$ cat src/bus_seq_regs.vh
// register map, field positions and reset values of the external bus cycle sequencer
`ifndef BUS_SEQ_REGS_VH
`define BUS_SEQ_REGS_VH

`define OFS_TIMING        8'h00
`define OFS_ADDR          8'h04
`define OFS_WDATA         8'h08
`define OFS_CMD           8'h0C
`define OFS_STATUS        8'h10
`define OFS_RDATA         8'h14

`define TIM_AB_LEN        0
`define TIM_AB_EXT_LO     1
`define TIM_AB_EXT_HI     2
`define TIM_CMD_LO        3
`define TIM_CMD_HI        4
`define TIM_WDS           5
`define TIM_ACC_LO        6
`define TIM_ACC_HI        10
`define TIM_HOLD_LO       11
`define TIM_HOLD_HI       12
`define TIM_MUX           13
`define TIM_WIDTH         14
`define TIMING_RESET      14'h0000

`define CMD_READ          0
`define CMD_WRITE         1
`define CMD_HIGH_BYTE     2

`define STAT_BUSY         0
`define STAT_DONE         1

`define CPU_CLOCK_PERIOD_NS 25

`endif

$ cat src/phase_timer.v
// down counter that times one bus cycle phase in cpu clock periods
module phase_timer #(
  parameter W = 6
) (
  input  wire         pclk,
  input  wire         presetn,
  input  wire         load,
  input  wire [W-1:0] load_val,
  output wire         expired
);

  reg [W-1:0] cnt_r;

  always @(posedge pclk or negedge presetn) begin
    if (!presetn) begin
      cnt_r <= {W{1'b0}};
    end else if (load) begin
      cnt_r <= load_val;
    end else if (cnt_r != {W{1'b0}}) begin
      cnt_r <= cnt_r - {{(W-1){1'b0}}, 1'b1};
    end
  end

  assign expired = (cnt_r == {W{1'b0}});

endmodule // phase_timer

$ cat src/bus_cycle_sequencer.v
// external bus cycle phase sequencer with apb register access
//
// Contract
// - five phases: setup, delay, data setup, access, hold
// - phase lengths come from software timing register
// - setup 1-2 periods, +0-3 on window change
// - command delay 0-3, access 1-32 periods
// - write data setup/tristate phase 0-1 period
// - hold phase 0-3 periods ends cycle
// - read data captured at strobe-rise edge (rdata_r takes din_sync_r there: data_in from two edges before)
// - late address change cannot corrupt read data
//
// Decided for this implementation: the APB interface to the registers and the register offsets.
`include "bus_seq_regs.vh"

module bus_cycle_sequencer #(
  parameter AW     = 24,
  parameter DW     = 16,
  parameter WIN_LO = 16
) (
  input  wire          pclk,
  input  wire          presetn,
  input  wire          psel,
  input  wire          penable,
  input  wire          pwrite,
  input  wire [7:0]    paddr,
  input  wire [31:0]   pwdata,
  output reg  [31:0]   prdata,
  output reg           pready,
  output reg           pslverr,
  output reg  [AW-1:0] addr_out_r,
  output reg  [DW-1:0] data_out_r,
  output reg           data_oe_r,
  input  wire [DW-1:0] data_in,
  output reg           rd_n_r,
  output reg           wr_n_r,
  output reg           ale_r,
  output reg           high_byte_enable_n_r,
  output reg           bus_reference_clock_out
);

  localparam [2:0] ST_IDLE = 3'h0;
  localparam [2:0] ST_AB   = 3'h1;
  localparam [2:0] ST_C    = 3'h2;
  localparam [2:0] ST_D    = 3'h3;
  localparam [2:0] ST_E    = 3'h4;
  localparam [2:0] ST_F    = 3'h5;

  ////////////////////////////////////////////////////////////////////////////////
  // registers

  reg [`TIM_WIDTH-1:0] chip_select_timing_ctrl_r;
  reg [AW-1:0]         addr_r;
  reg [DW-1:0]         wdata_r;
  reg [DW-1:0]         rdata_r;
  reg                  is_write_r;
  reg                  high_byte_r;
  reg                  done_r;
  reg [2:0]            state_r;
  reg [2:0]            state_nxt;
  reg [AW-1:WIN_LO]    last_win_r;
  reg                  win_valid_r;
  reg [DW-1:0]         din_meta_r;
  reg [DW-1:0]         din_sync_r;

  wire       busy    = (state_r != ST_IDLE);
  wire       apb_acc = psel & penable & pready;
  wire       apb_wr  = apb_acc & pwrite;
  wire       start   = apb_wr & (paddr == `OFS_CMD) & ~busy &
                       (pwdata[`CMD_READ] | pwdata[`CMD_WRITE]);
  wire       mapped  = (paddr == `OFS_TIMING) | (paddr == `OFS_ADDR) |
                       (paddr == `OFS_WDATA) | (paddr == `OFS_CMD) |
                       (paddr == `OFS_STATUS) | (paddr == `OFS_RDATA);

  // zero-wait would need a combinational pready; one extra access cycle keeps it a flop
  always @(posedge pclk or negedge presetn) begin
    if (!presetn) begin
      pready  <= 1'b0;
      pslverr <= 1'b0;
      prdata  <= 32'h0000_0000;
    end else begin
      pready  <= psel & penable & ~pready;
      pslverr <= psel & penable & ~pready & ~mapped;
      prdata  <= 32'h0000_0000;
      if (psel & penable & ~pready & ~pwrite) begin
        case (paddr)
          `OFS_TIMING: prdata <= {{(32-`TIM_WIDTH){1'b0}}, chip_select_timing_ctrl_r};
          `OFS_ADDR:   prdata <= {{(32-AW){1'b0}}, addr_r};
          `OFS_WDATA:  prdata <= {{(32-DW){1'b0}}, wdata_r};
          `OFS_STATUS: prdata <= {30'h0000_0000, done_r, busy};
          `OFS_RDATA:  prdata <= {{(32-DW){1'b0}}, rdata_r};
          default:     prdata <= 32'h0000_0000;
        endcase
      end
    end
  end

  // settings are locked while a cycle runs so phase lengths stay consistent
  always @(posedge pclk or negedge presetn) begin
    if (!presetn) begin
      chip_select_timing_ctrl_r <= `TIMING_RESET;
      addr_r                    <= {AW{1'b0}};
      wdata_r                   <= {DW{1'b0}};
      is_write_r                <= 1'b0;
      high_byte_r               <= 1'b0;
    end else if (apb_wr & ~busy) begin
      case (paddr)
        `OFS_TIMING: chip_select_timing_ctrl_r <= pwdata[`TIM_WIDTH-1:0];
        `OFS_ADDR:   addr_r <= pwdata[AW-1:0];
        `OFS_WDATA:  wdata_r <= pwdata[DW-1:0];
        `OFS_CMD: begin
          is_write_r  <= pwdata[`CMD_WRITE];
          high_byte_r <= pwdata[`CMD_HIGH_BYTE];
        end
        default: ;
      endcase
    end
  end

  ////////////////////////////////////////////////////////////////////////////////
  // phase lengths

  wire       mux_mode = chip_select_timing_ctrl_r[`TIM_MUX];
  wire       win_chg  = ~win_valid_r | (addr_r[AW-1:WIN_LO] != last_win_r);
  wire [5:0] len_ab   = {5'h00, chip_select_timing_ctrl_r[`TIM_AB_LEN]} + 6'h01 +
                        (win_chg ? {4'h0, chip_select_timing_ctrl_r[`TIM_AB_EXT_HI:`TIM_AB_EXT_LO]}
                                 : 6'h00);
  wire [5:0] len_c    = {4'h0, chip_select_timing_ctrl_r[`TIM_CMD_HI:`TIM_CMD_LO]};
  wire [5:0] len_d    = {5'h00, chip_select_timing_ctrl_r[`TIM_WDS]};
  wire [5:0] len_e    = {1'b0, chip_select_timing_ctrl_r[`TIM_ACC_HI:`TIM_ACC_LO]} + 6'h01;
  wire [5:0] len_f    = {4'h0, chip_select_timing_ctrl_r[`TIM_HOLD_HI:`TIM_HOLD_LO]};

  wire       expired;
  reg  [5:0] load_len;
  wire       entering = (state_nxt != state_r) & (state_nxt != ST_IDLE);

  always @* begin
    case (state_nxt)
      ST_AB:   load_len = len_ab;
      ST_C:    load_len = len_c;
      ST_D:    load_len = len_d;
      ST_E:    load_len = len_e;
      ST_F:    load_len = len_f;
      default: load_len = 6'h01;
    endcase
  end

  phase_timer #(
    .W (6)
  ) u_phase_timer (
    .pclk     (pclk),
    .presetn  (presetn),
    .load     (entering),
    .load_val (load_len - 6'h01),
    .expired  (expired)
  );

  ////////////////////////////////////////////////////////////////////////////////
  // phase sequence, zero-length phases are skipped

  always @* begin
    state_nxt = state_r;
    case (state_r)
      ST_IDLE: if (start) state_nxt = ST_AB;
      ST_AB: begin
        if (expired) begin
          if (len_c != 6'h00)      state_nxt = ST_C;
          else if (len_d != 6'h00) state_nxt = ST_D;
          else                     state_nxt = ST_E;
        end
      end
      ST_C: begin
        if (expired) begin
          if (len_d != 6'h00) state_nxt = ST_D;
          else                state_nxt = ST_E;
        end
      end
      ST_D: if (expired) state_nxt = ST_E;
      ST_E: begin
        if (expired) begin
          if (len_f != 6'h00) state_nxt = ST_F;
          else                state_nxt = ST_IDLE;
        end
      end
      ST_F: if (expired) state_nxt = ST_IDLE;
      default: state_nxt = ST_IDLE;
    endcase
  end

  wire end_access = (state_r == ST_E) & expired;

  always @(posedge pclk or negedge presetn) begin
    if (!presetn) begin
      state_r     <= ST_IDLE;
      done_r      <= 1'b0;
      last_win_r  <= {(AW-WIN_LO){1'b0}};
      win_valid_r <= 1'b0;
      din_meta_r  <= {DW{1'b0}};
      din_sync_r  <= {DW{1'b0}};
      rdata_r     <= {DW{1'b0}};
    end else begin
      state_r    <= state_nxt;
      din_meta_r <= data_in;
      din_sync_r <= din_meta_r;
      if (start) begin
        done_r      <= 1'b0;
        last_win_r  <= addr_r[AW-1:WIN_LO];
        win_valid_r <= 1'b1;
      end else if (busy & (state_nxt == ST_IDLE)) begin
        done_r <= 1'b1;
      end
      // same edge raises the strobe; the address does not move on it
      if (end_access & ~is_write_r) rdata_r <= din_sync_r;
    end
  end

  ////////////////////////////////////////////////////////////////////////////////
  // pins, all registered from the next state except the toggling reference clock

  wire nxt_busy = (state_nxt != ST_IDLE);

  always @(posedge pclk or negedge presetn) begin
    if (!presetn) begin
      addr_out_r              <= {AW{1'b0}};
      data_out_r              <= {DW{1'b0}};
      data_oe_r               <= 1'b0;
      rd_n_r                  <= 1'b1;
      wr_n_r                  <= 1'b1;
      ale_r                   <= 1'b0;
      high_byte_enable_n_r    <= 1'b1;
      bus_reference_clock_out <= 1'b0;
    end else begin
      bus_reference_clock_out <= ~bus_reference_clock_out;
      // address stays put past the strobe edge that captures data, until the next cycle starts
      if (nxt_busy) addr_out_r <= addr_r;
      // command word lands on the start edge, so its byte flag is taken straight from it
      high_byte_enable_n_r <= start ? ~pwdata[`CMD_HIGH_BYTE] : ~(nxt_busy & high_byte_r);
      ale_r  <= mux_mode & (state_nxt == ST_AB);
      rd_n_r <= ~((state_nxt == ST_E) & ~is_write_r);
      wr_n_r <= ~((state_nxt == ST_E) & is_write_r);
      if (mux_mode & (state_nxt == ST_AB)) begin
        data_out_r <= addr_r[DW-1:0];
        data_oe_r  <= 1'b1;
      end else if (is_write_r & nxt_busy & (state_nxt != ST_AB) &
                   (~mux_mode | (state_nxt != ST_C))) begin
        data_out_r <= wdata_r;
        data_oe_r  <= 1'b1;
      end else begin
        data_oe_r  <= 1'b0;
      end
    end
  end

endmodule // bus_cycle_sequencer

$ cat config.mk
export PLATFORM = sky130hd
export DESIGN_NAME = bus_cycle_sequencer
export DESIGN_NICKNAME = d
export VERILOG_FILES = /design/src/phase_timer.v /design/src/bus_cycle_sequencer.v
export VERILOG_INCLUDE_DIRS = /design/src
export SDC_FILE = /design/constraint.sdc
export NUM_CORES = 1
export LEC_CHECK = 0
export BUFFER_PORTS_ARGS = -buffer_cell sky130_fd_sc_hd__buf_2
export CAP_MARGIN = 40
export CORE_ASPECT_RATIO = 1.5
export CORE_UTILIZATION = 50
export CTS_CLUSTER_SIZE = 12
export DETAILED_ROUTE_END_ITERATION = 12
export PLACE_DENSITY = 0.83
export RECOVER_POWER = 50
export SLEW_MARGIN = 20
export SYNTH_ARGS = -nofsm -noshare
export SYNTH_HDL_FRONTEND = slang
export SYNTH_SLANG_ARGS = --single-unit
$ cat constraint.sdc
create_clock -name pclk -period 3.1 [get_ports pclk]
set_input_delay 0.31 -clock pclk [delete_from_list [all_inputs] [get_ports pclk]]
set_output_delay 0.31 -clock pclk [all_outputs]
set_load 0.05 [all_outputs]
==> Word-level counts from Yosys, hierarchy flattened <==
Cells that the tools add are included.
Widths: inputs -> output; s select.
{ "word_totals": {"register_bits": 203, "latch_bits": 0, "ram_bits": 0, "rom_bits": 0, "inputBits": 61, "out_inout_bits": 80, "wordCells": 128, "memories": 0} }
{ "op_classes": {"addsub": 5, "n_mul": 0, "n_div": 0, "magnitude_cmp": 0, "n_eq_ne": 19, "shifts": 0, "n_mux": 23, "bitwise": 41, "n_reduce_logical": 16} }
{ "op_table": {"columns": ["op", "n"], "rows": [
  ["$pmux 24 s5", 1],
  ["$mux 16", 2],
  ["$mux 32", 1],
  ["$pmux 6 s5", 1],
  ["$mux 3", 9],
  ["$and 1x1->1", 21],
  ["$pmux 3 s6", 1],
  ["$reduce_bool 6->1", 3],
  ["$eq 8x4->1 const B", 2],
  ["$eq 8x5->1 const B", 2],
  ["$eq 3x2->1 const B", 4],
  ["$eq 3x3->1 const B", 4],
  ["$mux 6", 2],
  ["$not 1->1", 12],
  ["$sub 6x1->6 const B", 2],
  ["$eq 8x3->1 const B", 1],
  ["$logic_not 8->1", 1],
  ["$ne 8x8->1", 1],
  ["$or 1x1->1", 8],
  ["$reduce_and 2->1", 4],
  ["$add 5x1->6 const B", 1],
  ["$eq 3x1->1 const B", 2],
  ["$logic_not 3->1", 2],
  ["$logic_not 6->1", 1],
  ["9 further kinds", 16]
]} }

==> Longest topological paths before layout <==
{ "depth": {"depth_word": 14, "depth_mapped": 13} }

==> Hierarchy <==
Synthesis repeated with hierarchy kept, for this count alone.
{ "hier_totals": {"hier_cells": 611, "area_unflattened_um2": 8177.8} }
{ "modules_own_cells": {"columns": ["module", "n_inst", "cells_each", "area_per_inst_um2"], "rows": [
  ["bus_cycle_sequencer", 1, 570, 7798.7],
  ["phase_timer", 1, 41, 379.1]
]} }

==> Worst setup path before layout <==
OpenSTA, ideal clock, no wires.
{ "synth_path": {"path_type": "register to register", "from": "register u_phase_timer.cnt_r[2]", "to": "register u_phase_timer.cnt_r[4]", "arrival_time_ns": 2.837, "required_time_ns": 2.971, "setup_slack_ns": 0.134, "path_stages_with_launch": 11, "n_path_buf": 0, "cell_sequence": "dfrtp_1 -> or3_4 -> o311a_1 -> a21oi_2 -> a22oi_2 -> a32o_1 -> or4_4 -> mux2i_1 -> ha_1 -> o2111ai_1 -> mux2i_1"} }
{ "synth_via": {"elab_chain_len": 7, "word_cells_on_any_way": 22, "cone_classes": "add/sub (2); eq/ne (6); mux (9); bitwise (1); reduce/logical (4)"} }
{ "synth_lines": {"columns": ["element", "line", "text"], "rows": [
  ["from (decl)", "phase_timer.v:12", "reg [W-1:0] cnt_r;"],
  ["from (signal assigned)", "phase_timer.v:16", "cnt_r <= {W{1'b0}};"],
  ["from (signal assigned)", "phase_timer.v:18", "cnt_r <= load_val;"],
  ["from (signal assigned)", "phase_timer.v:20", "cnt_r <= cnt_r - {{(W-1){1'b0}}, 1'b1};"],
  ["$logic_not 6->1", "phase_timer.v:24", "assign expired = (cnt_r == {W{1'b0}});"],
  ["$mux 3, on equally long branches", null, null],
  ["$pmux 3 s6", "bus_cycle_sequencer.v:163", "case (state_r)"],
  ["$eq 3x3->1, or another cell as far along", "bus_cycle_sequencer.v:138", "case (state_nxt)"],
  ["$pmux 6 s5", "bus_cycle_sequencer.v:138", null],
  ["$sub 6x1->6", "bus_cycle_sequencer.v:154", ".load_val (load_len - 6'h01),"],
  ["$mux 6", "phase_timer.v:17", "end else if (load) begin"]
]} }
Parallel ways exist; a longest one is shown, timed or not. The select of a mux whose other input is x is not followed.
A chain may end at the register's enable or synchronous reset.

==> Final worst setup path <==
{ "layout_path": {"from": "register u_phase_timer.cnt_r[0]", "to": "register u_phase_timer.cnt_r[4]"} }
Same word-level chain as after synthesis.

==> flow_metrics.py <==
metrics = {
    "route": {
        "drt_first_pass_iters": 8,
        "route.vias.total": 5802,
        "drc": 0,
        "first_iter_violations": 372,
        "routed_wl_microns": 19740,
        "routedWlPerCell_microns": 19.30,
        "routed_via_density": 5.672,
        "drt.antenna.violating_nets": 0,
    },
    "global_routing": {
        "globalRouteOverflowTotal": 0,
        "grt_first_pass_wirelength_microns": 31130,
        "grt_max_degree": 101,
        "grt_pass1_vias": 6013,
        "grt_antenna_before_repair": 1,
        "track_usage_pct": 24.64,
    },
    "clock_tree": {
        "clkSinkCount": 195,
        "cts_max_level": 4,
        "root_buffer": "clkbuf_16",
        "cts_tree": "done",
        "clkLatencyLatePin_ns": 0.44,
        "numCtsBuffers": 17,
        "clock_path_buffers": 2,
        "cts.clk_slew.worst_paths_ns": 0.08,
    },
    "final_layout": {
        "diodes": 0,
        "multi_input_comb_area_sq_mm": 0.003080,
        "nets": 872,
        "drive_above_1_share_pct": 40.00,
        "nFillCells": 1155,
        "instances_no_fill": 1023,
        "regArea_sq_mm": 0.004885,
        "layout_commonest_cell": "dfrtp_1",
        "area_growth_pct": 24.46,
        "design_area_sq_mm": 0.01011,
        "final_cell_mix": "dfrtp_1, mux2_2, buf_2, buf_4, nand2_1",
    },
    "sta": {
        "fin_crit_sh_pct": 99.17,
        "setup_violations": 0,
        "rsz0062_at_grt": "yes",
        "hold_violations": 0,
        "finalCriticalPeriod_ns": 3.074,
        "tightest_slew_ns": 1.216,
        "layout_setup_ws_ns": 0.02570,
        "drv_slew": 0,
        "finalClockSkew_ns": 0.01375,
        "setup_tns_ns": 0,
        "relSlewSlack_pct": 18.95,
        "fmax_ghz": 0.3253,
    },
    "yosys": {
        "synth_top_family_by_area": "multiplexers",
        "synthXorXnorAreaFrac_pct": 1.186,
        "syn_area_sq_mm": 0.008124,
        "synth_flop_cell": "dfrtp_1",
        "synthAdderAreaFrac_pct": 0.6160,
        "syn_area_per_cell_sq_um": 13.19,
        "synth_cell_types": 80,
        "synthArstFlopShare_pct": 100.0,
        "synth_compound_area_share_pct": 9.349,
        "yosysWarnings": 0,
        "synthSimpleGateAreaFrac_pct": 8.486,
        "synthCells": 616,
        "muxShareOfSynthArea_pct": 17.14,
        "seq_area_frac_synth_pct": 60.11,
        "synth-edff-count": 0,
        "synth_seq_cells": 195,
    },
    "placed_design": {
        "hpwlAfterDp_microns": 13160,
        "portBuffers": 124,
        "dp_slack_ns": -0.007648,
        "place.gp.congestion": 0.9072,
        "dp_cells": 965,
        "place_area_sq_mm": 0.009264,
    },
    "setup_path": {
        "crit_slowest_cell": "or4_4",
        "arrival_ns": 3.38,
        "path_buf_inv": 0,
        "slowest_delay_ns": 0.59,
        "path_cells": "or3_4 > or3_4 > a2bb2oi_2 > a22oi_2 > a211oi_1 > or4_4 > mux2i_2 > ha_2 > o2111ai_2 > mux2i_1",
        "crit_top_cell": "or3_4",
        "startpoint_type": "flip-flop",
        "critPathMaxFanout": 5,
        "end_kind": "flip-flop",
        "worst-setup-path-type": "reg -> reg",
        "worstPathRequired_ns": 3.41,
        "path_delay_family": "simple AND/OR/NAND/NOR gates",
    },
    "power": {
        "p_seq_share_pct": 51.4,
        "pwr_density_cell_mw_per_mm2": 495.0,
        "swShare_pct": 25.46,
        "ir_drop_mv": 0.3646,
        "power.leakage_nw": 5.055,
        "p_clk_share_pct": 45.5,
        "p_comb_share_pct": 3.1,
        "p_int_mw": 3.731,
        "switching_power_mw": 1.274,
    },
    "floorplan": {
        "rows": 56,
        "die_w_microns": 106.1,
        "initial_utilization_pct": 51.53,
        "die_y_microns": 158.1,
        "coreArea_sq_mm": 0.01577,
        "io_pins": 141,
        "dieArea_sq_mm": 0.01677,
    },
    "flow_run": {
        "max_cap_violations": 0,
    },
    "worst_hold_path": {
        "hold_path_class": "in -> reg",
    },
    "run_status": {
        "outcome": "complete, no violations",
    },
}
==> cells by family after synthesis <==
group | count (synthesis)
AND/OR/NAND/NOR | 127
flip-flops | 195
buffers and inverters | 47
XOR/XNOR | 11
other | 1
adder cells (fa/ha/maj) | 4
multiplexers | 126
AO/OA/AOI/OAI | 105
==> registers in the layout (all words and copies together) (netlist names), 3 cells and up <==
signal	cells
last_win_r	8
state_r	3
prdata	24
wdata_r	16
data_out_r	16
din_sync_r	16
u_phase_timer.cnt_r	6
chip_select_timing_ctrl_r	14
addr_out_r	24
rdata_r	16
addr_r	24
din_meta_r	16
==> final timing paths <==
path	start	endpoint	slack, ns	depth (start not counted)
max	u_phase_timer.cnt_r[0]$_DFFE_PN0P_	u_phase_timer.cnt_r[4]$_DFFE_PN0P_	0.03	10
min	pwdata[21]	addr_r[21]$_DFFE_PN0P_	0.1	2
max in group asynchronous	presetn	rdata_r[6]$_DFFE_PN0P_	0.70	4
max reg2reg	u_phase_timer.cnt_r[0]$_DFFE_PN0P_	u_phase_timer.cnt_r[4]$_DFFE_PN0P_	0.03	10
min in group asynchronous	presetn	din_sync_r[14]$_DFF_PN0_	0.34	2
min reg2reg	din_meta_r[12]$_DFF_PN0_	din_sync_r[12]$_DFF_PN0_	0.35	0
==> Yosys cell counts (4+ instances only) <==
cell type,count,share of area (%)
a21oi_1,27,1.7
a222oi_1,12,1.5
and2_1,8,0.62
buf_2,5,0.31
buf_4,10,0.92
clkbuf_1,14,0.65
dfrtp_1,192,59
ha_1,4,0.62
inv_1,11,0.51
mux2_1,5,0.69
mux2_2,100,14
mux2i_1,21,2.6
nand2_1,43,2.0
nand3_1,5,0.31
nor2_1,21,0.97
nor3_1,9,0.55
nor3b_1,4,0.37
nor4_1,4,0.31
o21ai_0,18,1.1
o21ai_1,6,0.37
or3_1,5,0.39
xnor2_1,9,0.97
==> layout make-up <==
class                           instances  area share (%)
Sequential cell                       195           48.31
Multi-Input combinational cell        381           30.47
Clock buffer                           17           4.207
Timing Repair Buffer                  199           12.07
Tap cell                              203           2.512
Clock inverter                         15           1.955
Inverter                               13          0.4826
==> timing repair <==
action / 4_1_cts / 5_1_grt
buffers inserted: 6 / 1
hold buffers: 16 / 1
endpoints found under the setup margin: 1 / 4
gates resized for setup: 2 / 7
pin swaps: 3 / 6
hold endpoints to repair: 32 / 1
==> metrics by stage <==
stage,util (%),power (mW),hold WS (ns)
6_report,64.13,5.005,0.09893
5_1_grt,64.13,5.134,0.1024
4_1_cts,64.06,5.025,0.007614
3_5_place_dp,58.76,2.766,0.3347
3_3_place_gp,58.76,2.764,0.3322
2_1_floorplan,-,2.666,0.01441
==> worst register-to-register path, stage by stage, from the launching register on <==
cell and delay (ns):
dfrtp_1 0.42, or3_4 0.39, or3_4 0.40, a2bb2oi_2 0.15
a22oi_2 0.24, a211oi_1 0.08, or4_4 0.59, mux2i_2 0.20
ha_2 0.23, o2111ai_2 0.10, mux2i_1 0.15
==> power groups by stage <==
| stage | Sequential [mW] | Clock [mW] | Combinational (mW) |
|---|---|---|---|
| floorplan | 2.62 | 0 | 0.0420 |
| global placement | 2.62 | 0 | 0.144 |
| detailed placement | 2.62 | 0 | 0.145 |
| CTS | 2.57 | 2.29 | 0.162 |
| global route | 2.57 | 2.39 | 0.174 |
| finish | 2.57 | 2.28 | 0.156 |
==> layer usage <==
| layer | up-vias | global-route usage [%] | part of all wire (%) |
|---|---|---|---|
| met2 | 237 | 43.51 | 53 |
| met3 | 60 | 4.323 | 5.6 |
| met1 | 2891 | 28.41 | 38 |
| met5 | - | 0 | 0.051 |
| li1 | 2612 | - | - |
| met4 | 2 | 13.43 | 3.9 |
(Power assumes the default switching activity.)
